===== src/rtl/lbdw_pkg.sv =====
// lbdw_pkg: constants and carrier types for the local bus decode and wake-up block
// assumes one 25 MHz board clock; local addresses are the low 16 bits of the processor bus
// Notes on behaviour
// - decoded channel-attention command raises the processor attention signal.
// - first init fetch returns bus-width switch on data bit 0, low means 16-bit.
// - local initialization reads return a transfer acknowledge ending the cycle.
// - reads of the second init address pair return all zeros.
// - reads of the third init pair assert the switch gate strobe.
// - wake-up block address is the switch value shifted left four bits.
// - only first attention after reset reads wake-up block; later ones skip it.
// - local write with bit 8 set to the interrupt port sets the latch.
// - host clear command clears the interrupt latch and releases the line, except in a cycle that also takes a setting write.
// - local reads in 0000H-1FFFH assert the ROM select.
// - local reads or writes in 4000H-47FFH assert the RAM select.
// - disk port range enables read decoder on read, write decoder on write.
// - enabled decoders pick one device from address bits 3 to 5.
// - port 8000H reads status; write drives control and enables gates.
// - write to 8008H clears index and ID-mismatch latches.
// - read 8018H raises second attention; write loads unit select register.
// - 8020H-8024H load or read counters; 8026H loads mode word.
// - port 8028H reads read buffer, writes write buffer.
// - 8030H write loads high comparator and starts format; 8038H loads low.
// - expansion port access asserts expansion select; bit 4 picks connector.
// - address bits 1 to 3 pass to both expansion connectors.
// - reset command asserts controller reset; clear command releases it.
package lbdw_pkg;

   // ****************************************
   // host wake-up commands
   // ****************************************
   localparam logic [7:0] CMD_CLEAR = 8'h00;
   localparam logic [7:0] CMD_ATTN = 8'h01;
   localparam logic [7:0] CMD_RESET = 8'h02;

   // ****************************************
   // initialization fetch addresses
   // ****************************************
   localparam logic [19:0] INIT_WIDTH_ADDR = 20'hFFFF6;
   localparam logic [19:0] INIT_ZERO_ADDR = 20'hFFFF8;
   localparam logic [19:0] INIT_SWS_ADDR = 20'hFFFFA;
   localparam int WAKE_SHIFT = 4;

   // ****************************************
   // local memory map
   // ****************************************
   localparam logic [15:0] ROM_LO = 16'h0000;
   localparam logic [15:0] ROM_HI = 16'h1FFF;
   localparam logic [15:0] RAM_LO = 16'h4000;
   localparam logic [15:0] RAM_HI = 16'h47FF;
   localparam logic [15:0] PORT_LO = 16'h8000;
   localparam logic [15:0] PORT_HI = 16'h803F;
   localparam logic [15:0] EXP_LO = 16'hC070;
   localparam logic [15:0] EXP_HI = 16'hC0EF;

   // ****************************************
   // disk control ports, index is address bits 5:3
   // ****************************************
   localparam logic [15:0] DISK_STATUS_AND_CONTROL = 16'h8000;
   localparam logic [15:0] LATCH_CLEAR_PORT = 16'h8008;
   localparam logic [15:0] DISK_CONTROL_REG = 16'h8010;
   localparam logic [15:0] UNIT_SELECT_AND_ATTENTION = 16'h8018;
   localparam logic [15:0] COUNTER_ZERO = 16'h8020;
   localparam logic [15:0] COUNTER_ONE = 16'h8022;
   localparam logic [15:0] COUNTER_TWO = 16'h8024;
   localparam logic [15:0] COUNTER_MODE_WORD = 16'h8026;
   localparam logic [15:0] DATA_BUFFER_PORT = 16'h8028;
   localparam logic [15:0] HIGH_ID_COMPARATOR = 16'h8030;
   localparam logic [15:0] LOW_ID_COMPARATOR = 16'h8038;
   localparam int PORT_SEL_LSB = 3;
   localparam int CNT_SEL_LSB = 1;
   localparam int IRQ_DATA_BIT = 8;
   localparam int EXP_CONN_BIT = 4;

   // control register fields driven by the drive-control port
   localparam int CTL_MARK_BIT = 0;
   localparam int CTL_DRIVE_READ_GATE_BIT = 1;
   localparam int CTL_WRGATE_BIT = 2;
   localparam logic [7:0] REG_RESET = 8'h00;

   // one local bus request
   typedef struct packed {
      logic [19:0] addr;
      logic [15:0] wdata;
      logic rd;
      logic wr;
   } lbdw_req_t;

   // the decoded selects
   typedef struct packed {
      logic rom;
      logic ram;
      logic port;
      logic exp;
      logic init;
   } lbdw_sel_t;

endpackage


===== src/rtl/lbdw_top.sv =====
// lbdw_top: wake-up command decode, init fetch answers, interrupt latch and local decode
// assumes host and local bus strobes are synchronous to clock; switches are static straps
`timescale 1ns/10ps
module lbdw_top (
   // clock and reset
   input wire logic clock,
   input wire logic reset,
   // host wake-up port
   input wire logic wake_wr,
   input wire logic [7:0] wake_data,
   // switches
   input wire logic wide_host_bus_n,
   input wire logic [15:0] wake_switches,
   // local bus
   input wire logic [19:0] local_addr,
   input wire logic [15:0] local_wdata,
   input wire logic local_read_cmd_n,
   input wire logic local_write_cmd_n,
   input wire logic [7:0] disk_status,
   input wire logic [7:0] counter_data,
   input wire logic [7:0] read_buffer,
   output logic [15:0] local_rdata,
   output logic local_rdata_oe_n,
   output logic xfer_ack,
   // wake-up and interrupt outputs
   output logic attention_strobe,
   output logic processor_attention_in,
   output logic chan2_attention,
   output logic board_reset_n,
   output logic host_irq_n,
   output logic wake_block_pending,
   output logic [19:0] wake_block_addr,
   output logic switch_gate_n,
   output logic host_data_bit0_n,
   // chip selects
   output logic rom_select_n,
   output logic ram_select_n,
   output logic expansion_select_n,
   output logic [1:0] exp_conn_select_n,
   output logic [2:0] exp_port_addr,
   // disk port strobes
   output logic rd_strobe_status,
   output logic rd_strobe_chan2_attn,
   output logic rd_strobe_counters,
   output logic rd_strobe_buffer,
   output logic wr_strobe_drive_ctl,
   output logic wr_strobe_latch_clear,
   output logic wr_strobe_control,
   output logic wr_strobe_unit_sel,
   output logic wr_strobe_counters,
   output logic wr_strobe_buffer,
   output logic wr_strobe_hi_compare,
   output logic wr_strobe_lo_compare,
   // disk side registers
   output logic mark_search_n,
   output logic drive_read_gate,
   output logic drive_write_gate,
   output logic latch_clear,
   output logic format_start,
   output logic [1:0] counter_index,
   output logic [7:0] unit_select_reg,
   output logic [7:0] counter_mode_reg,
   output logic [7:0] write_buffer_reg,
   output logic [7:0] hi_compare_reg,
   output logic [7:0] lo_compare_reg
);
   import lbdw_pkg::*;

   // ****************************************
   // wake-up command decode
   // ****************************************
   logic irq_ff, nxt_irq;
   logic rst_ff, nxt_rst;
   logic attn_ff;
   logic first_ff, nxt_first;
   logic [7:0] ctl_ff, unit_ff, mode_ff, wbuf_ff, hi_ff, lo_ff;
   logic [15:0] rdata_ff, nxt_rdata;
   logic ack_ff, oe_ff, gate_ff, c2_ff, clr_ff, fmt_ff;
   wire cmd_clear = wake_wr && (wake_data == CMD_CLEAR);
   wire cmd_attn = wake_wr && (wake_data == CMD_ATTN);
   wire cmd_reset = wake_wr && (wake_data == CMD_RESET);
   lbdw_req_t req;
   lbdw_sel_t sel;
   assign req = '{addr: local_addr, wdata: local_wdata,
                  rd: !local_read_cmd_n, wr: !local_write_cmd_n};

   // reset asserted by command, released by clear; clear wins only when no reset arrives
   assign nxt_rst = cmd_reset ? 1'b1 : (cmd_clear ? 1'b0 : rst_ff);

   // ****************************************
   // local address decode
   // ****************************************
   wire [15:0] a16 = req.addr[15:0];
   wire high_page = (req.addr[19:16] == 4'h0);
   wire acc = req.rd || req.wr;
   wire init_hit = req.rd && (req.addr[19:4] == INIT_WIDTH_ADDR[19:4]);
   wire in_rom = high_page && (a16 >= ROM_LO) && (a16 <= ROM_HI);
   wire in_ram = high_page && (a16 >= RAM_LO) && (a16 <= RAM_HI);
   wire in_port = high_page && (a16 >= PORT_LO) && (a16 <= PORT_HI);
   wire in_exp = high_page && (a16 >= EXP_LO) && (a16 <= EXP_HI);
   // only the init hit masks the other selects; rom, ram, port and exp stay exclusive because their ranges do not overlap
   assign sel.init = init_hit;
   assign sel.rom = !init_hit && req.rd && in_rom;
   assign sel.ram = !init_hit && acc && in_ram;
   assign sel.port = !init_hit && acc && in_port;
   assign sel.exp = !init_hit && acc && in_exp;
   assign rom_select_n = !sel.rom;
   assign ram_select_n = !sel.ram;
   assign expansion_select_n = !sel.exp;
   assign exp_conn_select_n[0] = !(sel.exp && !req.addr[EXP_CONN_BIT]);
   assign exp_conn_select_n[1] = !(sel.exp && req.addr[EXP_CONN_BIT]);
   assign exp_port_addr = req.addr[3:1];

   // ****************************************
   // disk port decoders
   // ****************************************
   wire rd_en = sel.port && req.rd;
   wire wr_en = sel.port && req.wr;
   wire [2:0] port_idx = req.addr[PORT_SEL_LSB +: 3];
   logic [7:0] rd_dec, wr_dec;
   genvar gi;
   generate
      for (gi = 0; gi < 8; gi++) begin : g_dec
         assign rd_dec[gi] = rd_en && (port_idx == 3'(gi));
         assign wr_dec[gi] = wr_en && (port_idx == 3'(gi));
      end
   endgenerate
   // strobes are active high here; the board inverts them to its low-true enables
   assign rd_strobe_status = rd_dec[0];
   assign rd_strobe_chan2_attn = rd_dec[3];
   assign rd_strobe_counters = rd_dec[4];
   assign rd_strobe_buffer = rd_dec[5];
   assign wr_strobe_drive_ctl = wr_dec[0];
   assign wr_strobe_latch_clear = wr_dec[1];
   assign wr_strobe_control = wr_dec[2];
   assign wr_strobe_unit_sel = wr_dec[3];
   assign wr_strobe_counters = wr_dec[4];
   assign wr_strobe_buffer = wr_dec[5];
   assign wr_strobe_hi_compare = wr_dec[6];
   assign wr_strobe_lo_compare = wr_dec[7];
   wire mode_wr = wr_dec[4] && (req.addr[CNT_SEL_LSB +: 2] == 2'd3);
   assign counter_index = req.addr[CNT_SEL_LSB +: 2];

   // ****************************************
   // interrupt latch and attention tracking
   // ****************************************
   // a setting write in the same cycle as a host clear wins, so no request is lost
   wire irq_set = wr_dec[2] && req.wdata[IRQ_DATA_BIT];
   assign nxt_irq = irq_set ? 1'b1 : (cmd_clear ? 1'b0 : irq_ff);
   // the first attention after reset is flagged so the wake-up block is fetched
   assign nxt_first = cmd_reset ? 1'b1 : (cmd_attn ? 1'b0 : first_ff);

   // ****************************************
   // init fetch read data
   // ****************************************
   wire fetch_width = init_hit && (req.addr[3:1] == INIT_WIDTH_ADDR[3:1]);
   wire fetch_zero = init_hit && (req.addr[3:1] == INIT_ZERO_ADDR[3:1]);
   wire fetch_sws = init_hit && (req.addr[3:1] == INIT_SWS_ADDR[3:1]);
   always_comb begin
      nxt_rdata = 16'h0000;
      if (fetch_width) begin
         nxt_rdata[0] = wide_host_bus_n;
      end else if (fetch_zero) begin
         nxt_rdata = 16'h0000;
      end else if (fetch_sws) begin
         nxt_rdata = wake_switches;
      end else if (rd_dec[0]) begin
         nxt_rdata = {8'h00, disk_status};
      end else if (rd_dec[4]) begin
         nxt_rdata = {8'h00, counter_data};
      end else if (rd_dec[5]) begin
         nxt_rdata = {8'h00, read_buffer};
      end
   end

   // ****************************************
   // board state flops
   // ****************************************
   // wake-up state ignores the controller reset it itself produces
   always_ff @(posedge clock or posedge reset) begin
      if (reset) begin
         rst_ff <= 1'b0;
         irq_ff <= 1'b0;
         attn_ff <= 1'b0;
         first_ff <= 1'b1;
      end else begin
         rst_ff <= nxt_rst;
         irq_ff <= nxt_irq;
         attn_ff <= cmd_attn;
         first_ff <= nxt_first;
      end
   end

   // read answers, one cycle after the command is seen
   always_ff @(posedge clock or posedge reset) begin
      if (reset) begin
         rdata_ff <= 16'h0000;
         ack_ff <= 1'b0;
         oe_ff <= 1'b0;
         gate_ff <= 1'b0;
         c2_ff <= 1'b0;
      end else begin
         rdata_ff <= nxt_rdata;
         ack_ff <= sel.init;
         oe_ff <= init_hit || rd_en;
         gate_ff <= fetch_sws;
         c2_ff <= rd_dec[3];
      end
   end

   // disk-side registers, cleared by both resets
   wire dev_rst = reset || rst_ff;
   always_ff @(posedge clock or posedge dev_rst) begin
      if (dev_rst) begin
         ctl_ff <= REG_RESET;
         unit_ff <= REG_RESET;
         mode_ff <= REG_RESET;
         wbuf_ff <= REG_RESET;
         hi_ff <= REG_RESET;
         lo_ff <= REG_RESET;
         clr_ff <= 1'b0;
         fmt_ff <= 1'b0;
      end else begin
         if (wr_dec[0]) ctl_ff <= req.wdata[7:0];
         if (wr_dec[3]) unit_ff <= req.wdata[7:0];
         if (mode_wr) mode_ff <= req.wdata[7:0];
         if (wr_dec[5]) wbuf_ff <= req.wdata[7:0];
         if (wr_dec[6]) hi_ff <= req.wdata[7:0];
         if (wr_dec[7]) lo_ff <= req.wdata[7:0];
         clr_ff <= wr_dec[1];
         fmt_ff <= wr_dec[6];
      end
   end

   // ****************************************
   // outputs
   // ****************************************
   assign attention_strobe = attn_ff;
   assign processor_attention_in = attn_ff;
   assign wake_block_pending = first_ff;
   assign wake_block_addr = {wake_switches, 4'h0};
   assign chan2_attention = c2_ff;
   assign board_reset_n = !rst_ff;
   assign host_irq_n = !irq_ff;
   assign switch_gate_n = !gate_ff;
   assign host_data_bit0_n = !rdata_ff[0];
   assign local_rdata = rdata_ff;
   assign local_rdata_oe_n = !oe_ff;
   assign xfer_ack = ack_ff;
   assign mark_search_n = !ctl_ff[CTL_MARK_BIT];
   assign drive_read_gate = ctl_ff[CTL_DRIVE_READ_GATE_BIT];
   assign drive_write_gate = ctl_ff[CTL_WRGATE_BIT];
   assign latch_clear = clr_ff;
   assign format_start = fmt_ff;
   assign unit_select_reg = unit_ff;
   assign counter_mode_reg = mode_ff;
   assign write_buffer_reg = wbuf_ff;
   assign hi_compare_reg = hi_ff;
   assign lo_compare_reg = lo_ff;
endmodule


===== config.mk =====
export PLATFORM = sky130hd
export DESIGN_NAME = lbdw_top
export DESIGN_NICKNAME = d
export VERILOG_FILES = /design/src/rtl/lbdw_pkg.sv /design/src/rtl/lbdw_top.sv
export SDC_FILE = /design/constraint.sdc
export NUM_CORES = 1
export LEC_CHECK = 0
export BUFFER_PORTS_ARGS = -buffer_cell sky130_fd_sc_hd__buf_2
export CAP_MARGIN = 20
export CELL_PAD_IN_SITES_DETAIL_PLACEMENT = 1
export CELL_PAD_IN_SITES_GLOBAL_PLACEMENT = 2
export CORE_ASPECT_RATIO = 1.25
export CORE_MARGIN = 5
export CORE_UTILIZATION = 25
export CTS_CLUSTER_DIAMETER = 60
export DETAILED_ROUTE_END_ITERATION = 8
export GPL_ROUTABILITY_DRIVEN = 0
export MAX_ROUTING_LAYER = met4
export PLACE_DENSITY = 0.8
export SETUP_SLACK_MARGIN = 0.3
export SLEW_MARGIN = 30
export SYNTH_ARGS = -nofsm -noshare
export SYNTH_HDL_FRONTEND = slang
export SYNTH_SLANG_ARGS = --single-unit

===== constraint.sdc =====
create_clock -name clock -period 3.83 [get_ports clock]
set_clock_uncertainty 0.2 [all_clocks]
set_input_delay 0.1915 -clock clock [delete_from_list [all_inputs] [get_ports clock]]
set_output_delay 0.1915 -clock clock [all_outputs]
set_load 0.02 [all_outputs]

==> results.txt, run 1 <==
The share of total power consumed by net switching came out at 0.243. The path with the worst hold slack has its endpoint at write_buffer_reg[1]$_DFFE_PP0P_. The final-stage net count was 597. In the final routed layout, each cell accounts on average for 17.9 um. The pin count of the biggest net entering global routing is 40, and the highest fanout seen on the critical path is 8.

The power density relative to cell area came out at 347 nW/um^2. The netlist uses 39 different library cells. After global routing the overflow that remains totals 0. Number of storage elements in the synthesis netlist: 69. The worst reg2reg path endpoint is irq_ff$_DFFE_PP0P_.

During placement, the flow inserted port buffers numbering 190. The sequential cell area fraction in the yosys report is 0.508. Leaving out fill and tap cells, the most frequent cell in the layout is buf_2. After synthesis, the mean cell area works out to 11.2 sq um. The critical path goes through buf_2 > or4_4 > nor4_4 > nand2_1 > nor4_1 > buf_2.

The compound-cell area share of the yosys netlist was 0.0360. The leakage power came out at 2.72 nW. Combinational family with the most area after synthesis: simple AND/OR/NAND/NOR gates. For the combinational share of power, the log shows 0.107.

The largest area contributor in the synthesized netlist was dfrtp_1. The maximum count of clock buffers along a single path is 2, and the synthesized-area fraction occupied by and/or/nand/nor cells is 0.189. The routed layout has 3129 vias.

STA classifies the critical path endpoint as a primary output. Summed over all failing endpoints, the final setup total negative slack is 0 ns. The number of endpoints with negative hold slack in the final report is 0, and the detailed-placement wirelength estimate is 9500 um.

In this run the horizontal extent of the chip is 114 um. The data required time of the worst path was 3.44 ns; the upper clock frequency limit was 0.376 GHz. Clock latency on the worst-skew pair, taken at its later pin, is 0.33 ns. The largest stage delay on the critical path came out at 0.56 ns. Setup repair after global routing left no endpoint under its margin.

The worst hold path cell count is 2. The final clock period utilization by the worst path is 0.694. The adder-cell area share of the yosys netlist was 0; the total of max-cap violations was 0. Setup violations remaining at the end of the flow were counted as 0. For the floorplan die area, the log shows 16100 sq um. The tools report the critical register-to-register path startpoint as irq_ff$_DFFE_PP0P_.

Largest delay contributor family on the critical path: simple AND/OR/NAND/NOR gates. The total clock buffers created by CTS came out at 9. The most used flip-flop cell after synthesis is dfrtp_1.

The worst-margin pin slew is 0.811 ns. The share of the synthesized netlist area taken by xor and xnor gates was 0.00257; the total clock sinks was 69. The first detailed-routing pass took 4 iterations. Register-to-register path setup slack: 2.47 ns. The tightest hold path in the finished design has a slack of 0.0117 ns. For the internal power component, the log shows 1.31 mW. Ranked by total cell area, the synthesized netlist is headed by dfrtp_1 50%, mux2_2 15%, buf_4 5.7%. The number of top-level pins was 203; the synthesis-to-finish area growth was 47.2%. During synthesis, Yosys emitted a total of 0 warnings. STA puts the critical path data arrival time at 2.27 ns. After routing the design area is 5010 sq um.

The fraction of post-synthesis cell area in the top cell type by area was 0.500. The classification of the worst-slack hold path was primary input to register. Power share of the sequential group: 0.422. In this run the cell area of the synthesized design comes to 3400 sq um. The run gives 47 as the number of standard-cell rows in the floorplan.

In the layout the commonest cells are 190 x buf_2, 68 x dfrtp_1, 44 x mux2_2, 32 x dlygate4sd3_1, 30 x nand2_1. The flip-flop count of the largest register after layout works out to 16. The clock period minus worst slack is 2.66 ns. The share of total power in the clock network was 0.472. The multiplexer fraction of the synthesized cell area is 0.181. The initial antenna violation count came out at 0. The startpoint identified for the worst hold timing path is local_wdata[1].

Post-CTS repair changed the size of 0 cells. The peak ir drop on the vdd network is 0.193 mV, and the switching power is 423 uW. The tools report the global-route usage over all layers as 0.154. The number of global-route vias before repair is 3429, and the fraction of final layout cells with drive strength greater than 1 is 0.535. In the routed design, unresolved DRC markers number 0. After clock tree synthesis, the clock-pin slew on the worst setup and hold paths is 0.06 ns.

The via-per-instance ratio is 4.57. TritonCTS built the clock tree. The run gives 13300 sq um as the placeable core region. The first global-routing pass estimated 18800 um of wire. The tools report the violation count after the first detailed-route iteration as 145. The async set or reset register ratio after synthesis is 1.00. The setup path with the least slack is of type primary input to primary output. The number of enable flip-flop cells after synthesis is 0. The number of cells on the worst reg-to-reg path is 3. The flow ran to the end, and the final reports show no timing, DRC or antenna violations.

The run gives 0.456 as the worst slew margin relative to its limit. The initial cell density of the core is 0.256. The filler cells instantiated in the layout total 1560. The tools report the remaining number of nets flagged by the antenna check after routing as 0. STA classifies the critical path startpoint as a primary input. The vertical extent of the die came out at 140 um. The highest-delay cell along the critical path was or4_4.

The cell type with the highest occurrence count on the critical path is buf_2. The number of max-slew violations in the final report came out at 0. The buffer type at the clock tree root was clkbuf_16. The cell area after placement was 4380 sq um. The logs give 304 for the cell count after synthesis and 12200 um for the wire length reported by the detailed router. The count of buffer and inverter cells on the critical path is 2, and the deepest level of the CTS H-tree is 3.
==> synthesized netlist by cell type, types with 2 or more instances <==
library cell,number
nand4_1,7
nand2b_1,5
nand2_1,30
or3_1,2
buf_4,26
and2_1,10
mux2_2,44
nor2b_1,3
nor2_1,12
mux2_4,8
dfrtp_1,68
a32oi_1,8
nor4b_1,2
nor3_1,13
nand3_1,20
nor4_1,3
or4_4,3
clkbuf_1,10
inv_1,10
==> cell families after synthesis <==
group,after synthesis
AOI/OAI and AO/OA,15
other,1
xor gates and xnor gates,1
and+or+nand+nor,119
DFF,69
muxes,52
buffers and inverters,47
==> power groups by stage <==
stage / Combinational [mW] / Sequential, mW / Clock [mW]
CTS: 0.188 / 0.732 / 0.847
finish: 0.185 / 0.732 / 0.820
detailed placement: 0.164 / 0.746 / 0
global placement: 0.160 / 0.745 / 0
floorplan: 0.0953 / 0.745 / 0
global route: 0.206 / 0.732 / 0.870
==> cell type report <==
type	instances	area (sq um)	share of cell area
antenna	1	2.50	0.000500
clock buffer	9	225	0.0450
clock inverter	7	73.8	0.0147
tap	171	214	0.0427
sequential	69	1730	0.345
inverter	10	37.5	0.00749
timing repair buffer	226	1300	0.260
multi-input combinational	191	1430	0.285
==> metrics by stage <==
stage | util | setup WS [ns] | power (mW) | cells
floorplan | - | 0.704 | 0.840 | 307
global placement | 0.330 | 1.01 | 0.905 | 635
CTS | 0.376 | 1.07 | 1.77 | 683
finish | 0.377 | 1.17 | 1.74 | 684
detailed placement | 0.330 | 0.963 | 0.910 | 635
global route | 0.377 | 0.892 | 1.81 | 683
==> routing by layer <==
layer	vias to the layer above	wire, um	GRT usage
met2	133	6360	0.269
li1	1456	-	-
met3	18	761	0.0242
met1	1522	4880	0.180
met4	0	219	0.0507
met5	-	0	-
==> repair_timing <==
item,4_1_cts,5_1_grt
buffers inserted,0,0
hold buffers,32,0
setup endpoints to repair,0,0
endpoints found under the hold margin,78,0
==> worst max path at each step <==
stage,start,end,slack [ns],depth (start not counted)
floorplan,rst_ff$_DFFE_PP0P_,counter_mode_reg[0]$_DFFE_PP0P_,0.70,1
global placement,local_addr[16],counter_mode_reg[6]$_DFFE_PP0P_,1.01,5
detailed placement,local_addr[16],counter_mode_reg[3]$_DFFE_PP0P_,0.96,5
CTS,local_addr[14],wr_strobe_latch_clear,1.07,5
global route,local_addr[16],wr_strobe_hi_compare,0.89,6
finish,local_addr[16],wr_strobe_hi_compare,1.17,6
Power figures use the tool's default switching activity.
==> inputs of run 2 (changes only) <==
Clock period 3.83 ns to 2.46 ns, I/O delays scaled along.
==> run 2 against run 1 <==
Against the previous run:
- clock power rose by 40%
- critical endpoint is now unit_select_reg[1]$_DFFE_PP0P_
- worst hold slack improved by 0.0098 ns
- die area did not move
- sequential power rose by 56%
- largest cell class unchanged
- non-clock buffer count rose by 28
- final cell count rose by 3.9%
- critical path depth fell by 1
- combinational power rose by 77%
- power rose by 51%
==> results.txt, run 2 (same netlist as run 1, synthesis figures left out) <==
The flow ran to the end, and the final reports show no timing, DRC or antenna violations. The final-stage net count is 625 (was 597), and the peak ir drop on the vdd network is 0.253 mV (was 0.193 mV). Leading cell type in the layout, fill and taps excluded: buf_2 (unchanged). The data required time of the worst path was 2.46 ns (was 3.44 ns); the total clock buffers created by CTS was 9 (unchanged). The tools report the element type at the critical path start as a primary input (unchanged). CP cell instances: buf_6 > or4_4 > or4_4 > or4_4 > mux2_4 (was buf_2 > or4_4 > nor4_4 > nand2_1 > nor4_1 > buf_2).

The smallest setup slack after layout is 0.236 ns (was 1.17 ns), and the post-route DRC violation count is 0 (unchanged). The clock insertion delay at the later pin of the skew report was 0.32 ns (was 0.33 ns). The flip-flop count of the largest register after layout works out to 16 (unchanged). The number of standard cells in the layout, taps in and fillers out came out at 711 (was 684). The largest delay contributor family on the critical path is simple AND/OR/NAND/NOR gates (unchanged). The final clock period utilization by the worst path works out to 0.904. The count of buffer and inverter cells on the critical path is 1 (was 2), and the wire length reported by the detailed router is 12500 um (was 12200 um). The upper clock frequency limit was 0.450 GHz. Critical path class: primary input to register (was primary input to primary output). For the number of standard-cell rows in the floorplan, the log shows 47 (unchanged). The length of the first detailed-routing pass in iterations is 4 (unchanged). The classification of the worst-slack hold path is primary input to register (unchanged). The placeable core region came out at 13300 sq um (unchanged). Most frequent cells in the layout: 178 x buf_2, 68 x dfrtp_1, 44 x mux2_2, 42 x dlygate4sd3_1, 29 x nand2_1 (was 190 x buf_2, 68 x dfrtp_1, 44 x mux2_2, 32 x dlygate4sd3_1, 30 x nand2_1).

The run gives 203 (unchanged) as the number of top-level pins. The run gives 1557 (was 1560) as the number of inserted filler cells in the final layout. The clock period minus worst slack was 2.22 ns; the initial cell density of the core was 0.256 (unchanged).

The vertical extent of the die was 140 um (unchanged). The number of endpoints with negative hold slack in the final report was 0 (unchanged); the total of max-cap violations was 0 (unchanged). The data arrival at the endpoint of the critical path came out at 2.23 ns (was 2.27 ns). The tools report the sort of element at the end of the critical path as a register (was a primary output). The run gives 3247 (was 3129) as the via count.

The largest stage delay on the critical path works out to 0.59 ns (was 0.56 ns). The cell area after placement was 4610 sq um (was 4380 sq um); the number of cells on the worst reg-to-reg path was 2 (was 3). The buffer type at the clock tree root is clkbuf_16 (unchanged). The cell type with the highest occurrence count on the critical path is or4_4 (was buf_2).

The remaining global-route overflow was 0 (unchanged). The violation count after the first detailed-route iteration is 95 (was 145). The routed wire length per instance came out at 17.6 um (was 17.9 um).

The global-route usage over all layers was 0.158 (was 0.154). The highest fanout seen on the critical path was 8 (unchanged). The detailed-placement wirelength estimate is 9700 um (was 9500 um). The cell area after layout is 5420 sq um (was 5010 sq um).

For the remaining number of nets flagged by the antenna check after routing, the log shows 0 (unchanged). The synthesis-to-finish area growth is 59.4% (was 47.2%), and the pin count of the biggest net entering global routing is 28 (was 40). The deepest level of the CTS H-tree was 3 (unchanged). The floorplan die area is 16100 sq um (unchanged), and the total clock sinks is 69 (unchanged).

The worst hold path cell count works out to 2 (unchanged). The via-per-instance ratio came out at 4.57 (about the same). The maximum count of clock buffers along a single path is 2 (unchanged). The highest-delay cell along the critical path is or4_4 (unchanged). The fraction of final layout cells with drive strength greater than 1 was 0.566 (was 0.535); the number of I/O port buffers was 190 (unchanged). The leakage power came out at 2.88 nW (was 2.72 nW). The tools report the number of global-route vias before repair as 3721 (was 3429). TritonCTS built the clock tree. Initial antenna violation count: 1 (was 0). The floorplan die width was 114 um (unchanged); the first-pass GRT wire length was 19500 um (was 18800 um). The clock-pin slew of the registers on the worst-case setup and hold paths is 0.05 ns (was 0.06 ns), and the number of cells in the design after placement is 651 (was 635). The depth of the critical timing path with buffers and inverters included came out at 5 (was 6). The final setup violation count is 0 (unchanged), and the number of max-slew violations in the final report is 0 (unchanged).

Setup repair after global routing could not meet its margin everywhere. The logs give 0.0216 ns (was 0.0117 ns) for the final hold slack and -0.0920 ns (was 0.963 ns) for the post-placement setup slack. The power density relative to cell area is 483 nW/um^2 (was 347 nW/um^2).
run 2: cell count changes in the layout (fill, tap and decap cells not counted), sizes merged:
cell         before  now
inv              11   10
clkinv            4    3
bufinv            1    0
buf             194  212
clkinvlp          1    3
dlygate4sd3      32   42
run 2: worst register-to-register path, delay by kind of cell (launching register included):
kind,cells,cell delay [ns]
flip-flops,1,0.53
AO/OA/AOI/OAI,2,0.27
run 2: repair_timing:
action	4_1_cts	5_1_grt
hold buffers	42	0
pin swaps	5	6
setup buffers	1	1
endpoints found under the setup margin	20	28
resized for setup	16	12
hold endpoints to repair	135	0
run 2: final cells by class:
cell class / count / area, sq um / share of cell area
flip-flops and latches: 69 / 1730 / 0.319
well taps: 171 / 214 / 0.0394
multi-input cells: 191 / 1570 / 0.290
repair buffers: 254 / 1600 / 0.296
diodes: 1 / 2.50 / 0.000461
inverters: 10 / 37.5 / 0.00692
clock inverters: 6 / 41.3 / 0.00761
clock buffers: 9 / 225 / 0.0415
run 2: metal layers:
| layer | track usage | vias to the layer above | share of wire |
|---|---|---|---|
| met1 | 0.178 | 1566 | 0.39 |
| met5 | - | - | 0 |
| li1 | - | 1509 | - |
| met4 | 0.0488 | 0 | 0.027 |
| met2 | 0.278 | 145 | 0.52 |
| met3 | 0.0319 | 27 | 0.065 |
run 2: final timing paths:
check / startpoint / to / slack (ns)
max: local_addr[16] / unit_select_reg[1]$_DFFE_PP0P_ / 0.24
min: local_addr[5] / latch_clear$_DFF_PP0_ / 0.02
max reg2reg: wake_block_pending$_DFFE_PP1P_ / wake_block_pending$_DFFE_PP1P_ / 1.40
min reg2reg: rst_ff$_DFFE_PP0P_ / counter_mode_reg[4]$_DFFE_PP0P_ / 0.23
max in group asynchronous: reset / wake_block_pending$_DFFE_PP1P_ / 1.52
min in group asynchronous: rst_ff$_DFFE_PP0P_ / counter_mode_reg[4]$_DFFE_PP0P_ / 0.23
run 2: stage by stage:
step / setup TNS, ns / util / total power, mW
2_1_floorplan: 0 / - / 1.32
3_3_place_gp: -0.511 / 0.347 / 1.43
3_5_place_dp: -0.701 / 0.347 / 1.43
4_1_cts: 0 / 0.404 / 2.66
5_1_grt: 0 / 0.408 / 2.74
6_report: 0 / 0.408 / 2.62
run 2: power breakdown:
part	total, mW	internal (mW)	switching [mW]
combinational	0.328	0.147	0.181
sequential	1.14	1.14	0.00238
clock	1.15	0.673	0.480
